$ cat config.mk
export PLATFORM = sky130hd
export DESIGN_NAME = link_tx_framer
export DESIGN_NICKNAME = d
export VERILOG_FILES = /design/src/inc/link_tx_pkg.sv /design/src/hdl/link_tx_framer.sv
export SDC_FILE = /design/constraint.sdc
export NUM_CORES = 1
export LEC_CHECK = 0
export ABC_CLOCK_PERIOD_IN_PS = 10100
export BUFFER_PORTS_ARGS = -buffer_cell sky130_fd_sc_hd__buf_4
export CORE_MARGIN = 5
export CORE_UTILIZATION = 55
export DETAILED_ROUTE_END_ITERATION = 10
export PLACE_DENSITY = 0.77
export SETUP_SLACK_MARGIN = 0.15
export SYNTH_ARGS = -nofsm -noshare
export SYNTH_HDL_FRONTEND = slang
export SYNTH_SLANG_ARGS = --single-unit
$ cat constraint.sdc
create_clock -name sys_clk -period 10.1 [get_ports sys_clk]
set_input_delay 2.02 -clock sys_clk [delete_from_list [all_inputs] [get_ports sys_clk]]
set_output_delay 2.02 -clock sys_clk [all_outputs]
set_load 0.01 [all_outputs]
$ cat src/inc/link_tx_pkg.sv
package link_tx_pkg;

    // Register byte addresses.
    localparam logic [7:0] ADDR_FMT  = 8'h14;
    localparam logic [7:0] ADDR_LANE = 8'h5F;
    localparam logic [7:0] ADDR_DID  = 8'h64;
    localparam logic [7:0] ADDR_BID  = 8'h65;
    localparam logic [7:0] ADDR_LID  = 8'h67;
    localparam logic [7:0] ADDR_SCR  = 8'h6E;
    localparam logic [7:0] ADDR_F    = 8'h6F;
    localparam logic [7:0] ADDR_K    = 8'h70;
    localparam logic [7:0] ADDR_M    = 8'h71;
    localparam logic [7:0] ADDR_CSN  = 8'h72;
    localparam logic [7:0] ADDR_NP   = 8'h73;
    localparam logic [7:0] ADDR_S    = 8'h74;
    localparam logic [7:0] ADDR_HDCF = 8'h75;
    localparam logic [7:0] ADDR_FCHK = 8'h79;

    // Field positions.
    localparam int LANE_DIS_BIT  = 0;
    localparam int LANE_RAND_BIT = 6;
    localparam int ILAS_LSB      = 2;
    localparam int SCR_BIT       = 7;
    localparam int CS_LSB        = 6;
    localparam int FILL_LSB      = 5;

    // Values after reset.
    localparam logic [7:0] RST_FMT  = 8'h00;
    localparam logic [7:0] RST_LANE = 8'h00;
    localparam logic [7:0] RST_DID  = 8'h00;
    localparam logic [3:0] RST_BID  = 4'h0;
    localparam logic [4:0] RST_LID  = 5'h00;
    localparam logic       RST_SCR  = 1'b1;
    localparam logic [7:0] RST_K    = 8'h1F;
    localparam logic [1:0] RST_CS   = 2'h0;

    // ILAS mode field encodings.
    localparam logic [1:0] ILAS_ON     = 2'h0;
    localparam logic [1:0] ILAS_OFF    = 2'h1;
    localparam logic [1:0] ILAS_REPEAT = 2'h2;

    // Fixed link parameters as reported, and as sent in ILAS (value minus one).
    localparam logic [7:0] L_VAL = 8'h01;
    localparam logic [7:0] F_VAL = 8'h02;
    localparam logic [7:0] M_VAL = 8'h01;
    localparam logic [7:0] S_VAL = 8'h01;
    localparam logic [7:0] N_VAL = 8'h0B;
    localparam logic [7:0] NP_ENC = 8'h0F;
    localparam logic [7:0] CF_VAL = 8'h00;
    localparam logic [7:0] HD_VAL = 8'h00;
    localparam logic [7:0] SUBCLASS = 8'h01;
    localparam logic [7:0] JESDV    = 8'h01;
    localparam int         ILAS_MFS = 4;
    localparam int         CFG_OCTETS = 14;

    // Control characters and the data octets they replace.
    localparam logic [7:0] K28_0 = 8'h1C;
    localparam logic [7:0] K28_3 = 8'h7C;
    localparam logic [7:0] K28_4 = 8'h9C;
    localparam logic [7:0] K28_5 = 8'hBC;
    localparam logic [7:0] K28_7 = 8'hFC;
    localparam logic [14:0] PRN_SEED = 15'h7FFF;

    typedef enum logic [1:0] { PH_OFF, PH_CGS, PH_ILAS, PH_DATA } phase_t;

    typedef struct packed {
        logic [1:0]  ctrl;
        logic [10:0] data;
    } sample_t;

    typedef struct packed {
        logic       wr;
        logic       rd;
        logic [7:0] addr;
        logic [7:0] wdata;
    } reg_req_t;

endpackage : link_tx_pkg

$ cat src/hdl/link_tx_framer.sv
`timescale 1ns/1ps

// Sample FIFO with first-word-fall-through output.
module sample_fifo #(
    parameter int WIDTH = 13,
    parameter int DEPTH = 8
) (
    input  wire logic             sys_clk,   // System clock.
    input  wire logic             srst,      // Synchronous reset.
    input  wire logic             ce,        // Clock enable.
    input  wire logic             in_valid,  // Write request.
    input  wire logic [WIDTH-1:0] in_data,   // Write data.
    output logic                  in_ready_q, // Space available.
    output logic                  out_valid, // Head valid.
    output logic      [WIDTH-1:0] out_data,  // Head word.
    input  wire logic             out_ready  // Pop request.
);
    localparam int AW = $clog2(DEPTH);
    logic [WIDTH-1:0] mem [DEPTH];
    logic [AW-1:0]    wptr_q;
    logic [AW-1:0]    rptr_q;
    logic [AW:0]      count_q;
    logic             push;
    logic             pop;
    logic [AW:0]      count_d;

    // Push and pop qualified by the clock enable so a frozen block moves nothing.
    assign push      = ce && in_valid && in_ready_q;
    assign pop       = ce && out_ready && out_valid;
    assign out_valid = (count_q != '0);
    assign out_data  = mem[rptr_q];
    assign count_d   = count_q + {{AW{1'b0}}, push} - {{AW{1'b0}}, pop};

    // Storage array, written without reset.
    always_ff @(posedge sys_clk) begin
        if (push) begin
            mem[wptr_q] <= in_data;
        end
    end

    // Pointers and the registered ready flag.
    always_ff @(posedge sys_clk) begin
        if (srst) begin
            wptr_q     <= '0;
            rptr_q     <= '0;
            count_q    <= '0;
            in_ready_q <= 1'b0;
        end else if (ce) begin
            if (push) begin
                wptr_q <= (wptr_q == AW'(DEPTH - 1)) ? '0 : wptr_q + 1'b1;
            end
            if (pop) begin
                rptr_q <= (rptr_q == AW'(DEPTH - 1)) ? '0 : rptr_q + 1'b1;
            end
            count_q    <= count_d;
            in_ready_q <= (count_d != (AW+1)'(DEPTH));
        end
    end
endmodule : sample_fifo

// Link configuration registers and frame assembly for one lane.
module link_tx_framer import link_tx_pkg::*; #(
    parameter int FIFO_DEPTH = 8
) (
    input  wire logic     sys_clk,      // System clock, 10 MHz.
    input  wire logic     srst,         // Synchronous reset, active high.
    input  wire logic     ce,           // Clock enable, freezes all state when low.
    input  wire reg_req_t reg_req,      // Register access request.
    output logic [7:0]    reg_rdata_q,  // Register read data.
    input  wire logic     sample_valid, // Converter sample offered.
    input  wire sample_t  sample_in,    // Converter sample and control bits.
    output logic          sample_ready, // Sample accepted this cycle when valid.
    input  wire logic     sync_n_pin,   // Receiver sync request, active low.
    output logic [7:0]    tx_octet_q,   // Octet to the line coder.
    output logic          tx_is_k_q,    // Octet is a control character.
    output logic          tx_active_q   // Lane is transmitting.
);
    logic [7:0]  fmt_q;
    logic [7:0]  lane_q;
    logic [7:0]  did_q;
    logic [3:0]  bid_q;
    logic [4:0]  lid_q;
    logic        scr_q;
    logic [7:0]  k_q;
    logic [1:0]  cs_q;
    // Snapshot of the link settings used by the running lane.
    logic [7:0]  c_did_q;
    logic [3:0]  c_bid_q;
    logic [4:0]  c_lid_q;
    logic        c_scr_q;
    logic [4:0]  c_k_q;
    logic [1:0]  c_cs_q;
    logic [1:0]  c_ilas_q;
    logic [7:0]  fchk;
    logic        sync_meta_q;
    logic        sync_q;
    phase_t      phase_q;
    logic [5:0]  cnt_q;
    logic [1:0]  mf_q;
    logic [5:0]  kf_last;
    logic        mf_end;
    logic [14:0] scr_state_q;
    logic [14:0] prn_q;
    logic [7:0]  prev_last_q;
    logic [7:0]  lo_q;
    logic        fifo_valid;
    sample_t     fifo_head;
    logic        fifo_pop;
    logic [15:0] word;
    logic [7:0]  raw;
    logic [22:0] scr_res;
    logic [7:0]  oct_d;
    logic        k_d;
    logic        lane_dis;

    assign lane_dis = lane_q[LANE_DIS_BIT];

    // Incoming samples queue here; the framer only drains in the data phase.
    sample_fifo #(
        .WIDTH ($bits(sample_t)),
        .DEPTH (FIFO_DEPTH)
    ) u_fifo (
        .sys_clk    (sys_clk),
        .srst       (srst),
        .ce         (ce),
        .in_valid   (sample_valid),
        .in_data    (sample_in),
        .in_ready_q (sample_ready),
        .out_valid  (fifo_valid),
        .out_data   (fifo_head),
        .out_ready  (fifo_pop)
    );

    // Self-synchronising scrambler 1 + x^14 + x^15, eight bits MSB first.
    function automatic logic [22:0] scramble(input logic [7:0] d, input logic [14:0] s);
        logic [14:0] st;
        logic [7:0]  o;
        logic        b;
        st = s;
        o  = 8'h00;
        for (int i = 7; i >= 0; i--) begin
            b    = d[i] ^ st[13] ^ st[14];
            o[i] = b;
            st   = {st[13:0], b};
        end
        return {st, o};
    endfunction : scramble

    // Software-writable registers; read-only fields ignore writes.
    always_ff @(posedge sys_clk) begin
        if (srst) begin
            fmt_q  <= RST_FMT;
            lane_q <= RST_LANE;
            did_q  <= RST_DID;
            bid_q  <= RST_BID;
            lid_q  <= RST_LID;
            scr_q  <= RST_SCR;
            k_q    <= RST_K;
            cs_q   <= RST_CS;
        end else if (ce && reg_req.wr) begin
            case (reg_req.addr)
                ADDR_FMT:  fmt_q  <= reg_req.wdata;
                ADDR_LANE: lane_q <= reg_req.wdata;
                ADDR_DID:  did_q  <= reg_req.wdata;
                ADDR_BID:  bid_q  <= reg_req.wdata[3:0];
                ADDR_LID:  lid_q  <= reg_req.wdata[4:0];
                ADDR_SCR:  scr_q  <= reg_req.wdata[SCR_BIT];
                ADDR_K:    k_q    <= reg_req.wdata;
                ADDR_CSN:  cs_q   <= reg_req.wdata[CS_LSB +: 2];
                default: ;
            endcase
        end
    end

    // Settings are captured only while the lane is held off, so a change made
    // with the lane running cannot tear a multiframe in progress.
    always_ff @(posedge sys_clk) begin
        if (srst) begin
            c_did_q  <= RST_DID;
            c_bid_q  <= RST_BID;
            c_lid_q  <= RST_LID;
            c_scr_q  <= RST_SCR;
            c_k_q    <= RST_K[4:0];
            c_cs_q   <= RST_CS;
            c_ilas_q <= ILAS_ON;
        end else if (ce && phase_q == PH_OFF) begin
            c_did_q  <= did_q;
            c_bid_q  <= bid_q;
            c_lid_q  <= lid_q;
            c_scr_q  <= scr_q;
            c_k_q    <= k_q[4:0];
            c_cs_q   <= cs_q;
            c_ilas_q <= lane_q[ILAS_LSB +: 2];
        end
    end

    // Checksum over the unpacked fields, wrapping at eight bits.
    assign fchk = c_did_q + {4'h0, c_bid_q} + {3'h0, c_lid_q} + {7'h00, c_scr_q}
                + (L_VAL - 8'h01) + (F_VAL - 8'h01) + {3'h0, c_k_q} + (M_VAL - 8'h01)
                + {6'h00, c_cs_q} + (N_VAL - 8'h01) + SUBCLASS + NP_ENC + JESDV
                + (S_VAL - 8'h01) + HD_VAL + CF_VAL;

    // Register read port; unmapped addresses read zero.
    always_ff @(posedge sys_clk) begin
        if (srst) begin
            reg_rdata_q <= 8'h00;
        end else if (ce && reg_req.rd) begin
            case (reg_req.addr)
                ADDR_FMT:  reg_rdata_q <= fmt_q;
                ADDR_LANE: reg_rdata_q <= lane_q;
                ADDR_DID:  reg_rdata_q <= did_q;
                ADDR_BID:  reg_rdata_q <= {4'h0, bid_q};
                ADDR_LID:  reg_rdata_q <= {3'h0, lid_q};
                ADDR_SCR:  reg_rdata_q <= {scr_q, 2'b00, L_VAL[4:0]};
                ADDR_F:    reg_rdata_q <= F_VAL;
                ADDR_K:    reg_rdata_q <= k_q;
                ADDR_M:    reg_rdata_q <= M_VAL;
                ADDR_CSN:  reg_rdata_q <= {cs_q, 2'b00, N_VAL[3:0]};
                ADDR_NP:   reg_rdata_q <= {4'h0, NP_ENC[3:0]};
                ADDR_S:    reg_rdata_q <= {3'h0, S_VAL[4:0]};
                ADDR_HDCF: reg_rdata_q <= {HD_VAL[0], 2'b00, CF_VAL[4:0]};
                ADDR_FCHK: reg_rdata_q <= fchk;
                default:   reg_rdata_q <= 8'h00;
            endcase
        end
    end

    // The sync request comes from another device and is resynchronised first.
    always_ff @(posedge sys_clk) begin
        if (srst) begin
            sync_meta_q <= 1'b0;
            sync_q      <= 1'b0;
        end else if (ce) begin
            sync_meta_q <= sync_n_pin;
            sync_q      <= sync_meta_q;
        end
    end

    // Free-running pseudo-random source for fill and tail bits.
    always_ff @(posedge sys_clk) begin
        if (srst) begin
            prn_q <= PRN_SEED;
        end else if (ce) begin
            prn_q <= {prn_q[13:0], prn_q[13] ^ prn_q[14]};
        end
    end

    // Multiframe length is K frames of two octets, so the last index is 2K-1.
    assign kf_last = {c_k_q, 1'b1};
    assign mf_end  = (cnt_q == kf_last);

    // Phase sequencing: off, code group sync, ILAS, data.
    always_ff @(posedge sys_clk) begin
        if (srst) begin
            phase_q <= PH_OFF;
            cnt_q   <= '0;
            mf_q    <= '0;
        end else if (ce) begin
            cnt_q <= mf_end ? 6'h00 : cnt_q + 6'h01;
            if (lane_dis) begin
                phase_q <= PH_OFF;
                cnt_q   <= '0;
            end else if (phase_q == PH_OFF) begin
                phase_q <= PH_CGS;
                cnt_q   <= '0;
            end else if (!sync_q) begin
                phase_q <= PH_CGS;
            end else if (mf_end) begin
                case (phase_q)
                    PH_CGS: begin
                        mf_q    <= '0;
                        phase_q <= (c_ilas_q == ILAS_OFF) ? PH_DATA : PH_ILAS;
                    end
                    PH_ILAS: begin
                        mf_q <= mf_q + 2'h1;
                        if (mf_q == 2'(ILAS_MFS - 1) && c_ilas_q != ILAS_REPEAT) begin
                            phase_q <= PH_DATA;
                        end
                    end
                    default: ;
                endcase
            end
        end
    end

    // Sample word: 11 data bits, three fill bits, two tail or control bits.
    always_comb begin
        word = 16'h0000;
        if (fifo_valid) begin
            word[15:5] = fifo_head.data;
            word[4:2]  = lane_q[LANE_RAND_BIT] ? prn_q[2:0] : fmt_q[FILL_LSB +: 3];
            word[1:0]  = lane_q[LANE_RAND_BIT] ? prn_q[4:3] : 2'b00;
            case (c_cs_q)
                2'h1:    word[1] = fifo_head.ctrl[1];
                2'h2:    word[1:0] = fifo_head.ctrl;
                2'h3:    word[1:0] = fifo_head.ctrl;
                default: ;
            endcase
        end
    end

    // One sample is taken per frame, on its first octet; an empty queue sends zeros.
    assign fifo_pop = (phase_q == PH_DATA) && !cnt_q[0];
    assign raw      = cnt_q[0] ? lo_q : word[15:8];
    assign scr_res  = scramble(raw, scr_state_q);

    // Next output octet for the current phase and position.
    always_comb begin
        oct_d = 8'h00;
        k_d   = 1'b0;
        case (phase_q)
            PH_CGS: begin
                oct_d = K28_5;
                k_d   = 1'b1;
            end
            PH_ILAS: begin
                oct_d = {2'b00, cnt_q};
                if (cnt_q == 6'h00) begin
                    oct_d = K28_0;
                    k_d   = 1'b1;
                end else if (mf_end) begin
                    oct_d = K28_3;
                    k_d   = 1'b1;
                end else if (mf_q == 2'h1 && cnt_q == 6'h01) begin
                    oct_d = K28_4;
                    k_d   = 1'b1;
                end else if (mf_q == 2'h1 && cnt_q < 6'(CFG_OCTETS + 2)) begin
                    case (cnt_q - 6'h02)
                        6'd0:    oct_d = c_did_q;
                        6'd1:    oct_d = {4'h0, c_bid_q};
                        6'd2:    oct_d = {3'h0, c_lid_q};
                        6'd3:    oct_d = {c_scr_q, 2'b00, 5'(L_VAL - 8'h01)};
                        6'd4:    oct_d = F_VAL - 8'h01;
                        6'd5:    oct_d = {3'h0, c_k_q};
                        6'd6:    oct_d = M_VAL - 8'h01;
                        6'd7:    oct_d = {c_cs_q, 1'b0, 5'(N_VAL - 8'h01)};
                        6'd8:    oct_d = {SUBCLASS[2:0], NP_ENC[4:0]};
                        6'd9:    oct_d = {JESDV[2:0], 5'(S_VAL - 8'h01)};
                        6'd10:   oct_d = {HD_VAL[0], 2'b00, CF_VAL[4:0]};
                        6'd13:   oct_d = fchk;
                        default: oct_d = 8'h00;
                    endcase
                end
            end
            PH_DATA: begin
                if (c_scr_q) begin
                    oct_d = scr_res[7:0];
                    if (mf_end && oct_d == K28_3) begin
                        k_d = 1'b1;
                    end else if (cnt_q[0] && !mf_end && oct_d == K28_7) begin
                        k_d = 1'b1;
                    end
                end else begin
                    oct_d = raw;
                    if (cnt_q[0] && raw == prev_last_q) begin
                        oct_d = mf_end ? K28_3 : K28_7;
                        k_d   = 1'b1;
                    end
                end
            end
            default: ;
        endcase
    end

    // Data-path state: scrambler history, second octet and last frame octet.
    always_ff @(posedge sys_clk) begin
        if (srst) begin
            scr_state_q <= '0;
            lo_q        <= 8'h00;
            prev_last_q <= 8'h00;
        end else if (ce) begin
            if (phase_q != PH_DATA) begin
                scr_state_q <= '0;
            end else begin
                scr_state_q <= scr_res[22:8];
                if (!cnt_q[0]) begin
                    lo_q <= word[7:0];
                end else begin
                    prev_last_q <= raw;
                end
            end
        end
    end

    // Registered line outputs; a disabled lane sends nothing.
    always_ff @(posedge sys_clk) begin
        if (srst) begin
            tx_octet_q  <= 8'h00;
            tx_is_k_q   <= 1'b0;
            tx_active_q <= 1'b0;
        end else if (ce) begin
            // The phase lags the disable bit by one cycle, so gate on the bit itself.
            tx_octet_q  <= lane_dis ? 8'h00 : oct_d;
            tx_is_k_q   <= k_d && !lane_dis;
            tx_active_q <= (phase_q != PH_OFF) && !lane_dis;
        end
    end

endmodule : link_tx_framer

==> key figures <==
Detailed routing
  • Per-cell routed wire length: 19.20 um
  • Drt pass-1 iters: 5
  • DRC: 0
  • Vias per cell: 6.104
  • WL final: between 30 and 40 mm
  • DRT iter0 DRCs: 1019
  • ANT nets after route: 0
  • Total number of vias: 9724

Setup path
  • Launch point of the worst path: ce
  • CP startpoint kind: input port
  • Worst-path cell chain: buf_4 -> inv_1 -> nor2_1 -> nand2_1 -> inv_1 -> ha_1 -> inv_1 -> ha_1 -> inv_1 -> fa_1 -> nand3b_1 -> nor3_1 -> nor3_1
  • Worst path bufs/invs: 5
  • Crit path max-delay cell type: fa_1
  • Register-to-Register Setup Slack: 5.70 ns
  • WP depth: 13
  • Reg2reg path depth: 16
  • CP Capture Type: flop
  • Most Frequent Cell on Critical Path: inv_1
  • Crit-path leading delay family: simple AND/OR/NAND/NOR gates
  • Crit path required time: 10.48 ns
  • Crit path capture: u_fifo.in_ready_q
  • Arr. time, crit path: 5.00 ns
  • CP max FO: 50
  • Reg2reg end: tx_octet_q[7]
  • Reg2reg start: c_scr_q
  • Setup Crit Path Kind: in2reg
  • Max incr delay on CP: 0.53 ns

Pwr
  • Worst vdd ir: 0.0002029 V
  • Pwr Total: 2.353 mW
  • Pleak: 5.121 nW
  • Cell area power density: between 150 and 200 nW/um^2

CTS
  • TritonCTS clock tree: done
  • Root buffer cell: clkbuf_16
  • CTS resizes: 0
  • Clock Path Buffers: 3
  • Setup Fix Bufs, Post-CTS: 0
  • Cts bufs inserted: 27
  • # hold bufs at CTS: 0
  • CTS clk-pin slew, worst paths: roughly 0.060 ns
  • Htree depth: 1
  • Clk sinks: 265
  • Clock Latency Late Sink: 0.54 ns

Synth
  • Synth Instances: 1263
  • Synth cell types: 80
  • Seq/Total Area, Yosys: 50.09%
  • Ys flop type: dfxtp_1
  • Avg Cell Area, Syn: 10.03 um^2
  • Synth Warn #: 0
  • Post-synth EDFFs: between 100 and 150
  • Mapped Nets: 1346
  • #FFs+latches synth: 265
  • Asr flop ratio synth: 0%
  • Netlist Area Pre-Place: around 13000 um^2

Global routing
  • Initial antenna violation count: 0
  • GR Util All Layers: 22.84%
  • Vias in the first global route: 9017
  • Total gr overflow: 0
  • Pin count of the biggest net entering global routing: between 80 and 90
  • First-pass GRT wire length: 49.08 mm

Floorplan
  • Initial Util: 55.96%
  • Die Area: 26170 um^2
  • Die height: 161.8 um
  • Num rows: 55
  • Chip Width: 161.8 um
  • Floorplan core area: between 20000 and 25000 um^2
  • Io pins: 55

Hold path
  • Min-delay worst type: reg2reg

Layout
  • Layout cells sized above 1: 12.00%
  • Antenna cells: 0
  • Fin area: roughly 14000 um^2
  • Synth-to-layout area growth: 11.92%
  • Final instance count without filler cells: 1593
  • Nets: 1370
  • Fillers: 1783

STA
  • Worst rel slew slack: 28.76%
  • Fin. Hold Viols: 0
  • Slew @ Worst Pin: ~1.1 ns
  • WHS: 0.4548 ns
  • Minimum clock period: roughly 4.6 ns
  • Period utilization: 45.73%
  • Max-slew violation count: 0
  • FMAX: roughly 0.22 GHz
  • Layout Skew: 0.01314 ns
  • Setup TNS: 0 ns
  • Final setup fails: 0
  • RSZ-0062 raised after global routing: no

Placed design
  • Total instance count after detailed placement: 1543
  • Placer Congestion: 0.9706
  • Port bufs: between 50 and 60
  • Area post-placement: 13250 um^2
  • DP HPWL: about 21 mm

Outcome
  • Status: finished, final reports clean

Run
  • Max-cap violations: 0
layer usage:
layer	wire (um)	GRT usage, %
met5	0	0
met4	505	4.075
met3	1960	2.614
met2	14290	36.51
met1	13830	34.24
power breakdown:
part           switching [mW]  total, mW  internal [mW]
Clock                   0.416       1.03          0.610
Sequential             0.0141       1.14           1.13
Combinational           0.118      0.187         0.0687
Total                   0.549       2.35           1.80
worst min-delay path: cells and delay by family, from the launching register on:
family           cells  cell delay [ns]
AO/OA/AOI/OAI        1             0.05
flip-flops           1             0.31
AND/OR/NAND/NOR      1             0.05
cells in the final DEF, fill, tap and decap left out, drive strengths merged, types with 4 or more instances in the layout:
cell and instances:
a211o 16, a211oi 9, a21oi 101, a221oi 15, a22oi 23, a311oi 7, a31oi 10, a32oi 10
and2 22, and3 4, and4 4, buf 69, clkbuf 37, clkinv 8, dfxtp 161, edfxtp 104
fa 12, ha 35, inv 68, mux2 5, mux2i 57, mux4 15, nand2 161, nand2b 6
nand3 48, nand3b 14, nand4 10, nor2 114, nor2b 12, nor3 20, nor3b 6, nor4 6
o211ai 7, o21ai 28, xnor2 18, xor2 13
cells by family after synthesis:
logic type	after synthesis	synth area share [%]
AO/OA/AOI/OAI	266	14.27
buffers and inverters	141	4.493
AND/OR/NAND/NOR	436	16.04
XOR/XNOR	31	2.143
multiplexers	77	7.614
flip-flops	265	50.09
adder cells (fa/ha/maj)	47	5.353
flip-flops by register name, indices dropped and copies added, names as in the netlist, 3 cells and up, named ones only:
signal,count
c_bid_q,4
u_fifo.rptr_q,3
tx_octet_q,8
reg_rdata_q,8
cnt_q,6
u_fifo.mem,104
lid_q,5
c_k_q,5
did_q,8
u_fifo.count_q,4
prn_q,15
c_lid_q,5
c_did_q,8
lo_q,8
fmt_q,8
bid_q,4
u_fifo.wptr_q,3
lane_q,8
k_q,8
scr_state_q,15
prev_last_q,8
cell usage after synthesis, drive strengths merged (10+ instances only):
cell,n,area (um^2)
dfxtp,161,3223
nand2,161,604.3
nor2,114,432.9
edfxtp,104,3123
a21oi,101,509.2
inv,66,247.7
clkbuf,61,229.0
mux2i,57,570.6
nand3,48,240.2
ha,35,437.9
o21ai,28,140.1
a22oi,23,177.7
and2,22,138.9
nor3,20,100.1
xnor2,18,157.7
a211o,16,140.1
a221oi,15,137.6
mux4,15,337.8
nand3b,14,105.1
buf,13,88.82
xor2,13,113.9
fa,12,240.2
nor2b,12,82.58
a31oi,10,62.56
a32oi,10,102.6
nand4,10,62.56
metrics by stage:
step	setup WS [ns]	util, %
finish	5.481	62.63
global route	5.274	62.63
CTS	5.564	62.63
detailed placement	4.987	58.54
global placement	5.107	58.54
floorplan	5.834	-
layout make-up:
cell class	instances	area (um^2)	share of cell area, %
flip-flops and latches	265	6346	44.75
inverters	67	251.5	1.774
well taps	285	356.6	2.515
clock buffers	37	763.2	5.383
repair buffers	69	518.0	3.653
clock inverters	13	163.9	1.156
multi-input cells	857	5781	40.77
worst min-delay path by stage:
stage                        start        to  slack [ns]  cells past startpoint
after floorplan           prn_q[5]  prn_q[6]        0.43                      1
after global placement    prn_q[5]  prn_q[6]        0.44                      1
after detailed placement  fmt_q[0]  fmt_q[0]        0.45                      2
after CTS                 fmt_q[0]  fmt_q[0]        0.46                      2
after global routing      prn_q[7]  prn_q[7]        0.47                      1
final                     fmt_q[4]  fmt_q[4]        0.45                      2
Note: power is estimated with default switching activity, not from simulation.
